--- src/core/aslp_defs.vh ---
// constants for the address strap and led pin block
`ifndef ASLP_DEFS_VH
`define ASLP_DEFS_VH
`define ASLP_CLK_MHZ        200
`define ASLP_STRETCH_MS     70
// stretch length in cycles: 70 ms at 200 MHz
`define ASLP_STRETCH_CYC    (`ASLP_STRETCH_MS * 1000 * `ASLP_CLK_MHZ)
`define ASLP_CNT_W          24
`define ASLP_ADDR1_BIT      1
`define ASLP_ADDR2_BIT      2
`endif

--- src/core/aslp_pins.v ---
// dual-purpose address strap / status led pins (address bits 1 and 2)
//
// Contract
// - during power-on or hardware reset pins are inputs; level latched at reset end.
// - collision pin gives address bit 1, then drives collision status.
// - link pin gives address bit 2, then drives link status.
// - low pin latches address bit zero, high pin latches one.
// - collision pin asserted while collisions detected, else de-asserted.
// - each collision holds collision indicator asserted about 70 ms.
// - link pin asserted while link valid, de-asserted without link.
// - asserted output level is the inverse of the latched strap level.
// - software reset keeps pins outputs and does not resample straps.
`include "aslp_defs.vh"

module aslp_pins #(
    parameter STRETCH_CYC = `ASLP_STRETCH_CYC,
    parameter CNT_W       = `ASLP_CNT_W
) (
    input  wire       i_clk,
    input  wire       i_srst,
    input  wire       i_soft_rst,
    input  wire       i_collision,
    input  wire       i_link_ok,
    input  wire       i_addr1_collision_pin_in,
    input  wire       i_addr2_link_pin_in,
    output reg        o_addr1_collision_pin_out,
    output reg        o_addr1_collision_pin_oe,
    output reg        o_addr2_link_pin_out,
    output reg        o_addr2_link_pin_oe,
    output reg  [4:0] o_addr_bits,
    output reg        o_addr_valid
);

    // timing, counted in edges after i_srst is first seen low:
    //   edge 1  straps taken from the pins, o_addr_valid rises
    //   edge 2  pins turn to outputs and show their indicators
    // a collision seen at edge c shows on the pin from edge c+1 and leaves
    // it at edge c+STRETCH_CYC+1; link status seen at edge c shows from edge c, one edge sooner

    // phases of the pin pair, one-hot: pins read as straps, then drive leds
    localparam [1:0]       ST_STRAP = 2'h1;
    localparam [1:0]       ST_DRIVE = 2'h2;

    // index of each pin inside the pair; collision pin is bit 0 everywhere
    localparam             PIN_COLL = 0;
    localparam             PIN_LINK = 1;
    localparam             NUM_PINS = 2;

    // stretch reload held 32 bits wide, then cut to the counter on purpose;
    // the counter must hold STRETCH_CYC-1, so CNT_W may not be made smaller
    localparam [31:0]      STRETCH_LOAD_W = STRETCH_CYC - 1;
    localparam [CNT_W-1:0] STRETCH_LOAD   = STRETCH_LOAD_W[CNT_W-1:0];
    localparam [CNT_W-1:0] CNT_ZERO       = {CNT_W{1'h0}};
    localparam [CNT_W-1:0] CNT_ONE        = {{(CNT_W-1){1'h0}}, 1'h1};

    // phase register
    reg  [1:0]          state;
    reg  [1:0]          next_state;

    // collision stretch
    reg  [CNT_W-1:0]    stretch_cnt;
    reg  [CNT_W-1:0]    next_stretch_cnt;
    reg                 coll_ind;
    reg                 next_coll_ind;

    // per-pin views of the pair, indexed by PIN_COLL and PIN_LINK
    wire [NUM_PINS-1:0] pin_level;
    wire [NUM_PINS-1:0] pin_active;
    wire [NUM_PINS-1:0] pin_strap;
    wire [NUM_PINS-1:0] drv_out;
    wire [NUM_PINS-1:0] drv_oe;

    // led drive level: idle level equals the strap, so the led that sits
    // between pin and strap resistor sees no voltage and stays dark
    function led_level;
        input active;
        input strap;
        begin
            led_level = active ^ strap;
        end
    endfunction

    // true while the pin pair still belongs to the strap phase
    function in_strap_phase;
        input [1:0] phase;
        begin
            in_strap_phase = (phase == ST_STRAP);
        end
    endfunction

    // pin levels as read; once a pin drives, it reads back its own drive,
    // which is why nothing after the strap edge may look at these
    assign pin_level  = {i_addr2_link_pin_in, i_addr1_collision_pin_in};

    // indicator that each pin shows once it drives
    assign pin_active = {i_link_ok, coll_ind};

    // next phase; once driving, only a hardware reset brings the straps back,
    // so a software reset can neither resample nor turn the pins around
    always @* begin
        next_state = state;
        case (state)
            ST_STRAP: begin
                next_state = ST_DRIVE;
            end
            ST_DRIVE: begin
                next_state = ST_DRIVE;
            end
            default: begin
                next_state = ST_STRAP;
            end
        endcase
    end

    // phase register; reset parks the pins in the strap phase
    always @(posedge i_clk) begin
        if (i_srst) begin
            state <= ST_STRAP;
        end else begin
            state <= next_state;
        end
    end

    // address valid: set on the single strap edge, cleared only by reset
    always @(posedge i_clk) begin
        if (i_srst) begin
            o_addr_valid <= 1'h0;
        end else if (in_strap_phase(state)) begin
            o_addr_valid <= 1'h1;
        end
    end

    // collision stretch; a collision reloads the count whether or not one is
    // already running, so the led outlasts the last collision, not the first
    always @* begin
        next_stretch_cnt = stretch_cnt;
        next_coll_ind    = coll_ind;
        if (i_collision) begin
            next_stretch_cnt = STRETCH_LOAD;
            next_coll_ind    = 1'h1;
        end else if (stretch_cnt != CNT_ZERO) begin
            next_stretch_cnt = stretch_cnt - CNT_ONE;
        end else begin
            next_coll_ind    = 1'h0;
        end
    end

    // stretch registers; the count keeps running in the strap phase, which is
    // harmless because the pins are not driven until that phase is over
    always @(posedge i_clk) begin
        if (i_srst) begin
            stretch_cnt <= CNT_ZERO;
            coll_ind    <= 1'h0;
        end else begin
            stretch_cnt <= next_stretch_cnt;
            coll_ind    <= next_coll_ind;
        end
    end

    // one strap latch and one driver per pin; i_soft_rst is ignored on
    // purpose, so neither strap nor direction changes outside a hard reset
    genvar gi;
    generate
        for (gi = 0; gi < NUM_PINS; gi = gi + 1) begin : g_pin
            reg strap_q;
            reg drv_q;
            reg oe_q;

            // strap latch: taken once, on the edge that leaves the strap
            // phase, so no port value enters the reset branch
            always @(posedge i_clk) begin
                if (i_srst) begin
                    strap_q <= 1'h0;
                end else if (in_strap_phase(state)) begin
                    strap_q <= pin_level[gi];
                end
            end

            // driver: released through reset and the strap edge, then on
            // for good; the level waits one edge for the strap to settle
            always @(posedge i_clk) begin
                if (i_srst) begin
                    oe_q  <= 1'h0;
                    drv_q <= 1'h0;
                end else if (!in_strap_phase(state)) begin
                    oe_q  <= 1'h1;
                    drv_q <= led_level(pin_active[gi], pin_strap[gi]);
                end
            end

            assign pin_strap[gi] = strap_q;
            assign drv_out[gi]   = drv_q;
            assign drv_oe[gi]    = oe_q;
        end
    endgenerate

    // address word: only bits 1 and 2 come from this pair, the rest read zero
    always @* begin
        o_addr_bits                  = 5'h00;
        o_addr_bits[`ASLP_ADDR1_BIT] = pin_strap[PIN_COLL];
        o_addr_bits[`ASLP_ADDR2_BIT] = pin_strap[PIN_LINK];
    end

    // pair back onto the named pins
    always @* begin
        o_addr1_collision_pin_out = drv_out[PIN_COLL];
        o_addr1_collision_pin_oe  = drv_oe[PIN_COLL];
        o_addr2_link_pin_out      = drv_out[PIN_LINK];
        o_addr2_link_pin_oe       = drv_oe[PIN_LINK];
    end

endmodule

--- config.mk ---
export PLATFORM = sky130hd
export DESIGN_NAME = aslp_pins
export DESIGN_NICKNAME = d
export VERILOG_FILES = /design/src/core/aslp_pins.v
export VERILOG_INCLUDE_DIRS = /design/src /design/src/core
export SDC_FILE = /design/constraint.sdc
export NUM_CORES = 1
export LEC_CHECK = 0
export ABC_AREA = 1
export BUFFER_PORTS_ARGS = -buffer_cell sky130_fd_sc_hd__buf_2
export CAP_MARGIN = 30
export CORE_ASPECT_RATIO = 0.6
export CORE_MARGIN = 2
export CORE_UTILIZATION = 58
export CTS_CLUSTER_SIZE = 14
export DETAILED_ROUTE_END_ITERATION = 10
export PLACE_DENSITY = 0.78
export SYNTH_ARGS = -nofsm -noshare
export SYNTH_HDL_FRONTEND = slang
export SYNTH_SLANG_ARGS = --single-unit
--- constraint.sdc ---
create_clock -name i_clk -period 1.7 [get_ports i_clk]
set_input_delay 0.425 -clock i_clk [delete_from_list [all_inputs] [get_ports i_clk]]
set_output_delay 0.425 -clock i_clk [all_outputs]
set_load 0.02 [all_outputs]
==> results.md, run 1 <==
STA:
- Of the available clock period, the critical path in the final layout requires a little over nine tenths.
- Setup repair after global routing left no endpoint under its margin.
- In the post-route analysis, the smallest setup slack over all paths is between 0.07 and 0.08 ns.
- The clock period minus worst slack is between 1.5 and 2 ns.
- Between clock sinks in the finished design, the worst skew comes to 0.00519 ns.
- The total of endpoints with negative setup slack in the final report is 0.
- The setup TNS is 0 ns.
- The hold violation count in the final report was 0.
- The final count of pins violating max slew was 0.
- For this run, the top clock speed supported by timing is ~620 MHz.

Routing:
- The detailed router's first-iteration violation count is around 130.
- The final wirelength is 4400 um.
- The final antenna-violating net count is 0.
- For this block, the via count after detailed routing is between 1.5k and 2k.
- The count of TritonRoute iterations in the first routing pass is 5.
- The per-cell routed wire length is 13.8 um.
- The number of remaining DRC errors is 0.
- The routed via count divided by cell count is roughly 5.5.

Synth:
- The post-synthesis average cell area is 7.13 um^2.
- Among all flip-flop cells after synthesis, the most frequent one is dfxtp_1.
- Synthesis inferred 33 register bits.
- The cell type with the highest aggregate area in the netlist is dfxtp_1.
- By instance count, the leading cell after synthesis is nor2_1.
- The sequential fraction of the synthesis area is 35.8%.
- During synthesis, Yosys emitted a total of 0 warnings.
- Of all flip-flops after synthesis, the portion carrying an async set or reset was 0%.
- The synthesized netlist contains 24 unique library cells.
- The cell area after synthesis is 1850 um^2.
- The synthesized design devotes to its leading area cell type 35.8% of total area.
- Sorting the synthesized cells by area gives the leading types as dfxtp_1 36%, nor2_1 10%, nand2_1 8.7%, nand3_1 6.5%, nor2_2 4.7%.
- By count the netlist is led by 50 x nor2_1, 43 x nand2_1, 33 x dfxtp_1.
- Yosys mapped a number of flops with a built-in enable equal to 0.
- In the synthesized netlist, the number of instances is between 200 and 300.

Pwr:
- Dividing total power by cell area gives a power density of approximately 1200 nW/um^2.
- The peak supply drop is between 0.6 and 0.7 mV.
- Summed over all cells, the static leakage comes to around 0.96 nW.

CTS:
- The maximum number of buffers from clock root to sink is 2.
- The number of sinks on the clock net is 33.
- After clock tree synthesis, the flow added hold-fix buffers numbering 0.
- CTS built an H-tree with a depth of 2.
- The number of CTS-inserted buffers is 5.
- Clock tree synthesis selected as its root buffer the cell clkbuf_8.
- TritonCTS built the clock tree.
- Post-CTS timing repair inserted 0 buffers for setup.
- The later pin in the worst-skew pair is clocked with a latency of roughly 0.29 ns.
- The clock input transition at the sequential cells of the worst setup and hold paths is ~0.070 ns.

Floorplan:
- From left edge to right edge, the die measures just under 80 um.
- The die area is 3670 um^2.
- In this run the vertical extent of the chip is ~48 um.
- The floorplan row count is 15.
- After floorplanning, the core was sized to cover slightly below 3000 um^2.
- For this design the top-level I/O count stands at 17.
- The initial standard-cell utilization of the core is between 60% and 70%.

Worst setup path:
- The critical path ends at stretch_cnt[9]$_SDFFE_PP0P_.
- The required time reported for the critical path endpoint is 1.87 ns.
- The kind of start point of the critical path is a flop.
- The reg-to-reg startpoint is stretch_cnt[0]$_SDFFE_PP0P_.
- The highest net fanout along the worst path is 12.
- The worst setup path is captured at a flop.
- The capture instance of the worst register-to-register path is stretch_cnt[9]$_SDFFE_PP0P_.
- The worst reg-to-reg path cell count is 7.
- The critical path is of the reg -> reg type.
- The critical path arrival is 1.79 ns.
- The startpoint of the worst setup timing path is stretch_cnt[0]$_SDFFE_PP0P_.
- The setup slack on the worst flop-to-flop path is approximately 0.079 ns.

GRT:
- The global routing usage summed across all routing layers is 23.7%.
- Entering global routing, the biggest net connects 25 pins.
- The final global-route overflow total is 0.
- The first-pass GRT wire length is ~6300 um.
- The number of antenna violations at the first check in global routing is 0.
- The number of global-route vias before repair is 1339.

Placed design:
- Routability-driven placement finished with a final weighted congestion of 0.918.
- Once placement completed, the tool counted placed cells totaling approximately 300.
- The count of input and output buffers is 12.
- The pre-CTS worst setup slack is ~0.065 ns.
- Detailed placement finished with a half-perimeter wire length of about 3200 um.

Layout:
- Leaving out filler cells and counting taps, the final layout contains between 300 and 400.
- The number of diodes added for antenna fixing is 0.
- Relative to the synthesized area, the layout overhead comes to 12.3%.
- After the last flow step, the layout net total stands at 285.
- In the final layout, the share of cells above drive strength 1 is around 22%.

Outcome:
- The run finished with clean final reports.

Min path:
- The path class of the tightest hold or removal check is in -> reg.

Run:
- The max-cap violation count is 0.
## through the flow
stage / hold WS [ns] / utilization (%) / area [um^2] / total power [mW]
floorplan: 0.484 / - / 1850 / 1.47
global placement: 0.442 / 65.4 / 1930 / 1.58
detailed placement: 0.454 / 65.4 / 1930 / 1.60
CTS: 0.369 / 69.9 / 2060 / 2.48
global route: 0.369 / 70.4 / 2070 / 2.59
finish: 0.366 / 70.4 / 2070 / 2.48
## area by class of cell
type / instances / area (um^2)
Multi-Input combinational cell: 199 / 1060
Fill cell: 245 / 872
Sequential cell: 33 / 661
Timing Repair Buffer: 17 / 97.6
Inverter: 19 / 71.3
Clock buffer: 5 / 68.8
Clock inverter: 3 / 65.1
Tap cell: 42 / 52.6
## flip-flops by register name (all words and copies together), names as in the netlist
| signal | cells |
|---|---|
| o_addr_valid | 1 |
| state | 2 |
| o_addr2_link_pin_out | 1 |
| o_addr1_collision_pin_oe | 1 |
| coll_ind | 1 |
| g_pin.strap_q | 2 |
| stretch_cnt | 24 |
| o_addr1_collision_pin_out | 1 |
## what timing repair did
action / CTS / global route
endpoints found under the setup margin: 0 / 11
hold endpoints to repair: 0 / 0
gates resized for setup: 0 / 1
## worst max-delay path, stage by stage, from the launching register on
cell and delay [ns]:
dfxtp_1 0.34, inv_1 0.16, ha_1 0.23, nand2_1 0.11, nor2_4 0.16, nand3_2 0.28
nand3_2 0.16, a21oi_1 0.06
## where the power goes
group	total, mW	internal [mW]	switching [mW]
registers	0.976	0.893	0.0827
logic	0.623	0.215	0.408
clock network	0.879	0.582	0.297
total	2.48	1.69	0.787
## kinds of logic after synthesis
family / after synthesis / share of synthesized area, %
AND/OR/NAND/NOR: 156 / 41.5
flip-flops: 33 / 35.8
buffers and inverters: 30 / 8.13
AO/OA/AOI/OAI: 27 / 8.06
XOR/XNOR: 9 / 4.27
adder cells (fa/ha/maj): 3 / 2.03
other: 1 / 0.203
## worst min path at each step
stage | cells after the start | startpoint | endpoint | slack, ns
6_report | 3 | i_collision | coll_ind$_SDFFE_PP0P_ | 0.37
4_1_cts | 3 | i_collision | coll_ind$_SDFFE_PP0P_ | 0.37
3_5_place_dp | 2 | o_addr_valid$_SDFFE_PP0N_ | o_addr_valid$_SDFFE_PP0N_ | 0.45
3_3_place_gp | 2 | o_addr_valid$_SDFFE_PP0N_ | o_addr_valid$_SDFFE_PP0N_ | 0.44
5_1_grt | 3 | i_collision | coll_ind$_SDFFE_PP0P_ | 0.37
2_1_floorplan | 2 | coll_ind$_SDFFE_PP0P_ | coll_ind$_SDFFE_PP0P_ | 0.48
## per-layer routing
| layer | track usage (%) | vias to the layer above | wire length (um) |
|---|---|---|---|
| met4 | 9.82 | 0 | 66 |
| li1 | - | 860 | - |
| met3 | 5.66 | 13 | 403 |
| met2 | 35.8 | 95 | 1720 |
| met1 | 33.4 | 784 | 2200 |
| met5 | 0 | - | 0 |
## placed cells by master (no fill, tap or decap)
master	instances
clkinv_2	1
xnor2_1	5
buf_2	12
xor2_1	4
bufinv_16	2
conb_1	3
nor2_1	50
nand2_1	43
or2_2	5
a21o_1	4
nand3_4	1
nand3_2	7
o21ai_0	6
nand3_1	24
nor2_2	13
nand2_2	4
clkinv_1	1
a21oi_1	16
nor2_4	5
dfxtp_1	33
clkbuf_8	5
ha_1	3
a21oi_2	1
nand4_1	5
buf_4	5
inv_1	18
Power figures use the tool's default switching activity.
==> inputs of run 2 (changes only) <==
clock period = 1.8 ns   (was 1.7 ns; I/O delays follow)
==> results.md, run 2 (synthesis results as in run 1) <==
STA:
- The clock period minus worst slack is 1.67 ns (was 1.62 ns).
- The maximum clock skew at final layout is 0.00434 ns (was 0.00519 ns).
- The part of the cycle the worst path needs is 92.7% (was 95.3%).
- The total of endpoints with negative setup slack in the final report is 0 (unchanged).
- The setup TNS came to 0 ns (unchanged).
- Unrepaired setup endpoints after global routing: false (unchanged).
- The hold violation count in the final report is 0 (unchanged).
- The fmax is 600 MHz (was 617 MHz).
- The final count of pins violating max slew came to 0 (unchanged).
- The worst-case hold slack is 0.405 ns (was 0.366 ns).

Worst setup path:
- The kind of start point of the critical path is a flop (unchanged).
- The required time reported for the critical path endpoint is 2.02 ns (was 1.87 ns).
- The class of the most critical setup path is reg -> reg (unchanged).
- The kind of end point of the critical path is a flop (unchanged).
- The highest net fanout along the worst path was 24 (was 12).
- The critical path arrival was 1.89 ns (was 1.79 ns).

GRT:
- The global routing usage summed across all routing layers is 22.7% (was 23.7%).
- The number of global-route vias before repair is 1254 (was 1339).
- The first-pass GRT wire length is 6100 um (was 6330 um).
- The maximum number of pins on one net before global-route repair is 25 (unchanged).
- The final global-route overflow total is 0 (unchanged).
- The number of antenna violations at the first check in global routing is 0 (unchanged).

Outcome:
- Status: finished clean (unchanged).

Layout:
- The most common cell after layout, fill and taps aside is nor2_1 (unchanged).
- The growth of design area from synthesis to finish is 7.72% (was 12.3%).
- Registers with the highest flip-flop counts: stretch_cnt x24, g_pin.strap_q x2, state x2 (unchanged).
- The number of diodes added for antenna fixing came to 0 (unchanged).
- Most frequent cells in the layout: 50 x nor2_1, 43 x nand2_1, 33 x dfxtp_1 (unchanged).
- The flip-flop count of the largest register, all copies and words added is 24 (unchanged).
- The fraction of final layout cells sized beyond drive strength 1 was 21.0% (was 22.1%).
- The most flop-heavy register is stretch_cnt (unchanged).
- The net count reported at finish was 281 (was 285).

Pwr:
- The sequential share of power is 45.5% (was 39.4%).
- The design internal power is 1.31 mW (was 1.69 mW).
- The switching share of power is 35.5% (was 31.8%).
- The leakage power total is 0.923 nW (was 0.963 nW).
- The total power after layout was 2.03 mW (was 2.48 mW).
- The total power density per cell area is 1020 nW/um^2 (was 1190 nW/um^2).
- The net switching power figure is 0.719 mW (was 0.787 mW).
- The combinational group share of total power is 28.0% (was 25.1%).
- The peak supply drop came to 0.666 mV (was 0.688 mV).
- The clock group share of total power was 26.5% (was 35.5%).

Min path:
- The classification of the worst-slack hold path is in -> reg (unchanged).

Floorplan:
- The total core area is 2950 um^2 (unchanged).
- The die area is 3670 um^2 (unchanged).
- The floorplan row count is 15 (unchanged).
- The initial standard-cell utilization of the core was 62.7% (unchanged).
- The die height is 47.7 um (unchanged).
- The overall die width is 76.8 um (unchanged).
- The top-level port count is 17 (unchanged).

CTS:
- The cell at the root of the clock tree is clkbuf_8 (unchanged).
- The count of buffers added by post-CTS timing repair for setup is 0 (unchanged).
- The number of CTS-inserted buffers is 5 (unchanged).
- The number of hold-repair buffers added at the cts stage was 0 (unchanged).
- The clock latency on the worst-skew pair is 0.28 ns (was 0.29 ns).
- The number of sinks on the clock net is 33 (unchanged).
- The clock input transition at the sequential cells of the worst setup and hold paths came to 0.07 ns (about the same).
- The number of gates resized after CTS is 0 (unchanged).
- The deepest level of the CTS H-tree is 2 (unchanged).
- The clock tree from TritonCTS is built (unchanged).
- The maximum number of buffers from clock root to sink came to 2 (unchanged).

Placed design:
- The HPWL after detailed placement is 3080 um (was 3210 um).
- The count of input and output buffers is 12 (unchanged).
- The routability congestion estimate is 0.922 (was 0.918).

Routing:
- The routed via count divided by cell count is 5.17 (was 5.51).
- The count of TritonRoute iterations in the first routing pass is 4 (was 5).
- The final wirelength is 3970 um (was 4400 um).
- The number of vias in the routed layout is 1624 (was 1752).
- The number of remaining DRC errors is 0 (unchanged).
- The per-cell routed wire length came to 12.7 um (was 13.8 um).
- The detailed router's first-iteration violation count is 91 (was 133).
- The final antenna-violating net count is 0 (unchanged).

Run:
- The max-cap violation count is 0 (unchanged).
## run 2: cell type report
class | count | area (um^2)
clock buffers | 5 | 68.8
multi-input cells | 198 | 1040
well taps | 42 | 52.6
inverters | 19 | 71.3
clock inverters | 3 | 17.5
fillers | 268 | 957
repair buffers | 14 | 75.1
flip-flops and latches | 33 | 661
## run 2: critical path, stage by stage (launching register included)
cell and delay [ns]:
dfxtp_1 0.34, inv_1 0.16, ha_1 0.23, nand2_1 0.08
nor2_2 0.15, nand3_4 0.29, nand2_1 0.17, o21ai_0 0.10
nor2_1 0.10
## run 2: worst paths after layout
| path | start | end | slack [ns] | cells after the start |
|---|---|---|---|---|
| max reg2reg | stretch_cnt[0]$_SDFFE_PP0P_ | stretch_cnt[0]$_SDFFE_PP0P_ | 0.13 | 8 |
| min reg2reg | o_addr_valid$_SDFFE_PP0N_ | o_addr_valid$_SDFFE_PP0N_ | 0.47 | 2 |
| min | i_collision | coll_ind$_SDFFE_PP0P_ | 0.41 | 3 |
| max | stretch_cnt[0]$_SDFFE_PP0P_ | stretch_cnt[0]$_SDFFE_PP0P_ | 0.13 | 8 |
## run 2: per-layer routing
layer | GRT usage (%) | up-vias | routed length, um
met4 | 6.91 | 0 | 40
met1 | 34.2 | 716 | 2130
li1 | - | 846 | -
met3 | 7.74 | 7 | 318
met5 | 0 | - | 0
met2 | 30.0 | 55 | 1490
## run 2: power by group through the flow
stage / clock [mW] / combinational, mW / sequential [mW]
floorplan: 0 / 0.413 / 0.973
global placement: 0 / 0.556 / 0.933
detailed placement: 0 / 0.567 / 0.938
CTS: 0.555 / 0.566 / 0.921
global route: 0.584 / 0.636 / 0.935
finish: 0.536 / 0.568 / 0.922
## run 2: per-stage QoR
step	setup WS, ns	instance area, um^2	instances	utilization (%)
after CTS	0.145	1990	314	67.5
after floorplan	0.400	1850	261	-
after detailed placement	0.158	1900	306	64.6
final	0.132	1990	314	67.5
after global routing	0.000968	1990	314	67.5
after global placement	0.190	1900	306	64.6
==> inputs of run 3 (changes only) <==
MAX_ROUTING_LAYER = met4   (was default)
==> results.md, run 3 (synthesis results as in run 1) <==
Outcome:
- Status: finished clean (unchanged).

Routing:
- The count of TritonRoute iterations in the first routing pass is 4 (unchanged).
- The routed via count divided by cell count is 5.17 (about the same).
- The per-cell routed wire length came to 12.7 um (about the same).
- The number of vias in the routed layout is 1623 (was 1624).
- The final antenna-violating net count came to 0 (unchanged).
- The number of remaining DRC errors is 0 (unchanged).
- The detailed router's first-iteration violation count is 91 (unchanged).
- The final wirelength was 3980 um (was 3970 um).

Worst setup path:
- The required time reported for the critical path endpoint is 2.02 ns (about the same).
- The setup slack on the worst flop-to-flop path came to 0.13 ns (about the same).
- The highest net fanout along the worst path is 24 (unchanged).
- The critical path arrival was 1.89 ns (about the same).
- The highest cell delay on the worst timing path is 0.34 ns (about the same).
- The reg-to-reg startpoint is stretch_cnt[0]$_SDFFE_PP0P_ (unchanged).
- CP cell instances: inv_1 -> ha_1 -> nand2_1 -> nor2_2 -> nand3_4 -> nand2_1 -> o21ai_0 -> nor2_1 (unchanged).
- The number of buffer and inverter instances along the worst setup path is 1 (unchanged).
- The kind of start point of the critical path is a flop (unchanged).
- The family with the most delay on the worst path is simple AND/OR/NAND/NOR gates (unchanged).
- The kind of end point of the critical path is a flop (unchanged).
- The most prevalent standard cell on the critical path is nand2_1 (unchanged).
- The class of the most critical setup path is reg -> reg (unchanged).
- The capture instance of the worst register-to-register path is stretch_cnt[0]$_SDFFE_PP0P_ (unchanged).
- The standard cell with the maximum stage delay on the critical path is dfxtp_1 (unchanged).
- The worst reg-to-reg path cell count is 8 (unchanged).

Floorplan:
- The die height came to 47.7 um (unchanged).
- The overall die width is 76.8 um (unchanged).
- The floorplan row count is 15 (unchanged).
- The total core area was 2950 um^2 (unchanged).
- The initial standard-cell utilization of the core was 62.7% (unchanged).
- The die area is 3670 um^2 (unchanged).
- The top-level port count is 17 (unchanged).

Pwr:
- The sequential share of power came to 45.5% (about the same).
- The leakage power total is 0.923 nW (unchanged).
- The design internal power came to 1.31 mW (about the same).
- The total power density per cell area came to 1020 nW/um^2 (about the same).
- The peak supply drop came to 0.666 mV (about the same).
- The clock group share of total power came to 26.6% (was 26.5%).
- The switching share of power is 35.6% (was 35.5%).
- The net switching power figure is 0.722 mW (was 0.719 mW).
- The combinational group share of total power is 28.0% (about the same).

Layout:
- The number of diodes added for antenna fixing is 0 (unchanged).
- The net count reported at finish was 281 (unchanged).
- Registers with the highest flip-flop counts: stretch_cnt x24, g_pin.strap_q x2, state x2 (unchanged).
- The most common cell after layout, fill and taps aside is nor2_1 (unchanged).
- The growth of design area from synthesis to finish is 7.72% (unchanged).
- The fraction of final layout cells sized beyond drive strength 1 is 21.0% (unchanged).
- The flip-flop count of the largest register, all copies and words added is 24 (unchanged).
- The filler cell count came to 268 (unchanged).
- The sequential cell area is 661 um^2 (unchanged).
- The area of combinational cells with multiple inputs is 1040 um^2 (unchanged).
- Most frequent cells in the layout: 50 x nor2_1, 43 x nand2_1, 33 x dfxtp_1 (unchanged).
- The most flop-heavy register is stretch_cnt (unchanged).

STA:
- The maximum clock skew at final layout is 0.00620 ns (was 0.00434 ns).
- The clock period minus worst slack is 1.67 ns (about the same).
- The worst-case hold slack is 0.405 ns (about the same).
- The final count of pins violating max slew came to 0 (unchanged).
- Unrepaired setup endpoints after global routing: false (unchanged).
- The hold violation count in the final report is 0 (unchanged).
- The setup TNS was 0 ns (unchanged).
- The part of the cycle the worst path needs came to 92.6% (was 92.7%).
- The fmax is 600 MHz (about the same).
- The total of endpoints with negative setup slack in the final report came to 0 (unchanged).

Min path:
- The startpoint of the tightest hold check path is i_collision (unchanged).
- The depth of the worst hold-timing path is 3 (unchanged).
- The capture endpoint of the worst hold path is coll_ind$_SDFFE_PP0P_ (unchanged).
- The classification of the worst-slack hold path is in -> reg (unchanged).

GRT:
- The maximum number of pins on one net before global-route repair came to 25 (unchanged).
- The global routing usage summed across all routing layers is 23.5% (was 22.7%).
- The number of antenna violations at the first check in global routing is 0 (unchanged).
- The first-pass GRT wire length came to 6110 um (was 6100 um).
- The final global-route overflow total is 0 (unchanged).
- The number of global-route vias before repair came to 1252 (was 1254).

Placed design:
- The routability congestion estimate was 0.938 (was 0.922).
- The HPWL after detailed placement is 3080 um (unchanged).
- The count of input and output buffers is 12 (unchanged).

CTS:
- The deepest level of the CTS H-tree was 2 (unchanged).
- The cell at the root of the clock tree is clkbuf_8 (unchanged).
- The maximum number of buffers from clock root to sink is 2 (unchanged).
- The clock tree from TritonCTS is built (unchanged).
- The number of sinks on the clock net came to 33 (unchanged).
- The number of CTS-inserted buffers is 5 (unchanged).
- The clock latency on the worst-skew pair is 0.28 ns (about the same).
- The number of hold-repair buffers added at the cts stage was 0 (unchanged).
- The number of gates resized after CTS came to 0 (unchanged).
- The count of buffers added by post-CTS timing repair for setup came to 0 (unchanged).
- The clock input transition at the sequential cells of the worst setup and hold paths is 0.07 ns (about the same).

Run:
- The max-cap violation count is 0 (unchanged).
run 3: cell counts in the layout (fill, tap and decap cells not counted):
No cell type changed its count.
run 3: how the worst max path moves through the flow:
stage | from | endpoint | slack, ns | depth (start not counted)
global route | stretch_cnt[0]$_SDFFE_PP0P_ | stretch_cnt[1]$_SDFFE_PP0P_ | 0.001 | 8
floorplan | stretch_cnt[0]$_SDFFE_PP0P_ | stretch_cnt[4]$_SDFFE_PP0P_ | 0.40 | 7
global placement | stretch_cnt[0]$_SDFFE_PP0P_ | stretch_cnt[1]$_SDFFE_PP0P_ | 0.19 | 8
CTS | stretch_cnt[0]$_SDFFE_PP0P_ | stretch_cnt[1]$_SDFFE_PP0P_ | 0.15 | 8
detailed placement | stretch_cnt[0]$_SDFFE_PP0P_ | stretch_cnt[1]$_SDFFE_PP0P_ | 0.16 | 8
finish | stretch_cnt[0]$_SDFFE_PP0P_ | stretch_cnt[0]$_SDFFE_PP0P_ | 0.13 | 8
run 3: power groups by stage:
stage / combinational, mW / sequential, mW / clock [mW]
floorplan: 0.413 / 0.973 / 0
global placement: 0.556 / 0.933 / 0
detailed placement: 0.567 / 0.938 / 0
CTS: 0.566 / 0.921 / 0.555
global route: 0.636 / 0.935 / 0.584
finish: 0.568 / 0.922 / 0.539
run 3: final cells by class:
type	instances	area share, %
multi-input combinational	198	52.5
sequential	33	33.2
timing repair buffer	14	3.77
inverter	19	3.58
clock buffer	5	3.46
tap	42	2.64
clock inverter	3	0.881
run 3: metrics by stage:
stage | utilization [%] | worst slack [ns] | cell area [um^2] | power (mW) | cells
finish | 67.5 | 0.132 | 1990 | 2.03 | 314
global route | 67.5 | 0.000968 | 1990 | 2.16 | 314
CTS | 67.5 | 0.145 | 1990 | 2.04 | 314
detailed placement | 64.6 | 0.158 | 1900 | 1.51 | 306
global placement | 64.6 | 0.190 | 1900 | 1.49 | 306
floorplan | - | 0.400 | 1850 | 1.39 | 261
run 3: worst min-delay path: cells and delay by family:
kind / cells / cell delay [ns]
AOI/OAI and AO/OA: 1 / 0.03
buffers and inverters: 1 / 0.10
and+or+nand+nor: 1 / 0.07
run 3: layer usage:
| layer | share of wire (%) | track usage [%] | up-vias | wire [um] |
|---|---|---|---|---|
| met5 | 0 | - | - | 0 |
| met4 | 1.0 | 6.91 | 0 | 40 |
| met3 | 8.0 | 7.74 | 7 | 318 |
| met2 | 37 | 29.8 | 55 | 1480 |
| met1 | 54 | 34.3 | 715 | 2140 |
| li1 | - | - | 846 | - |
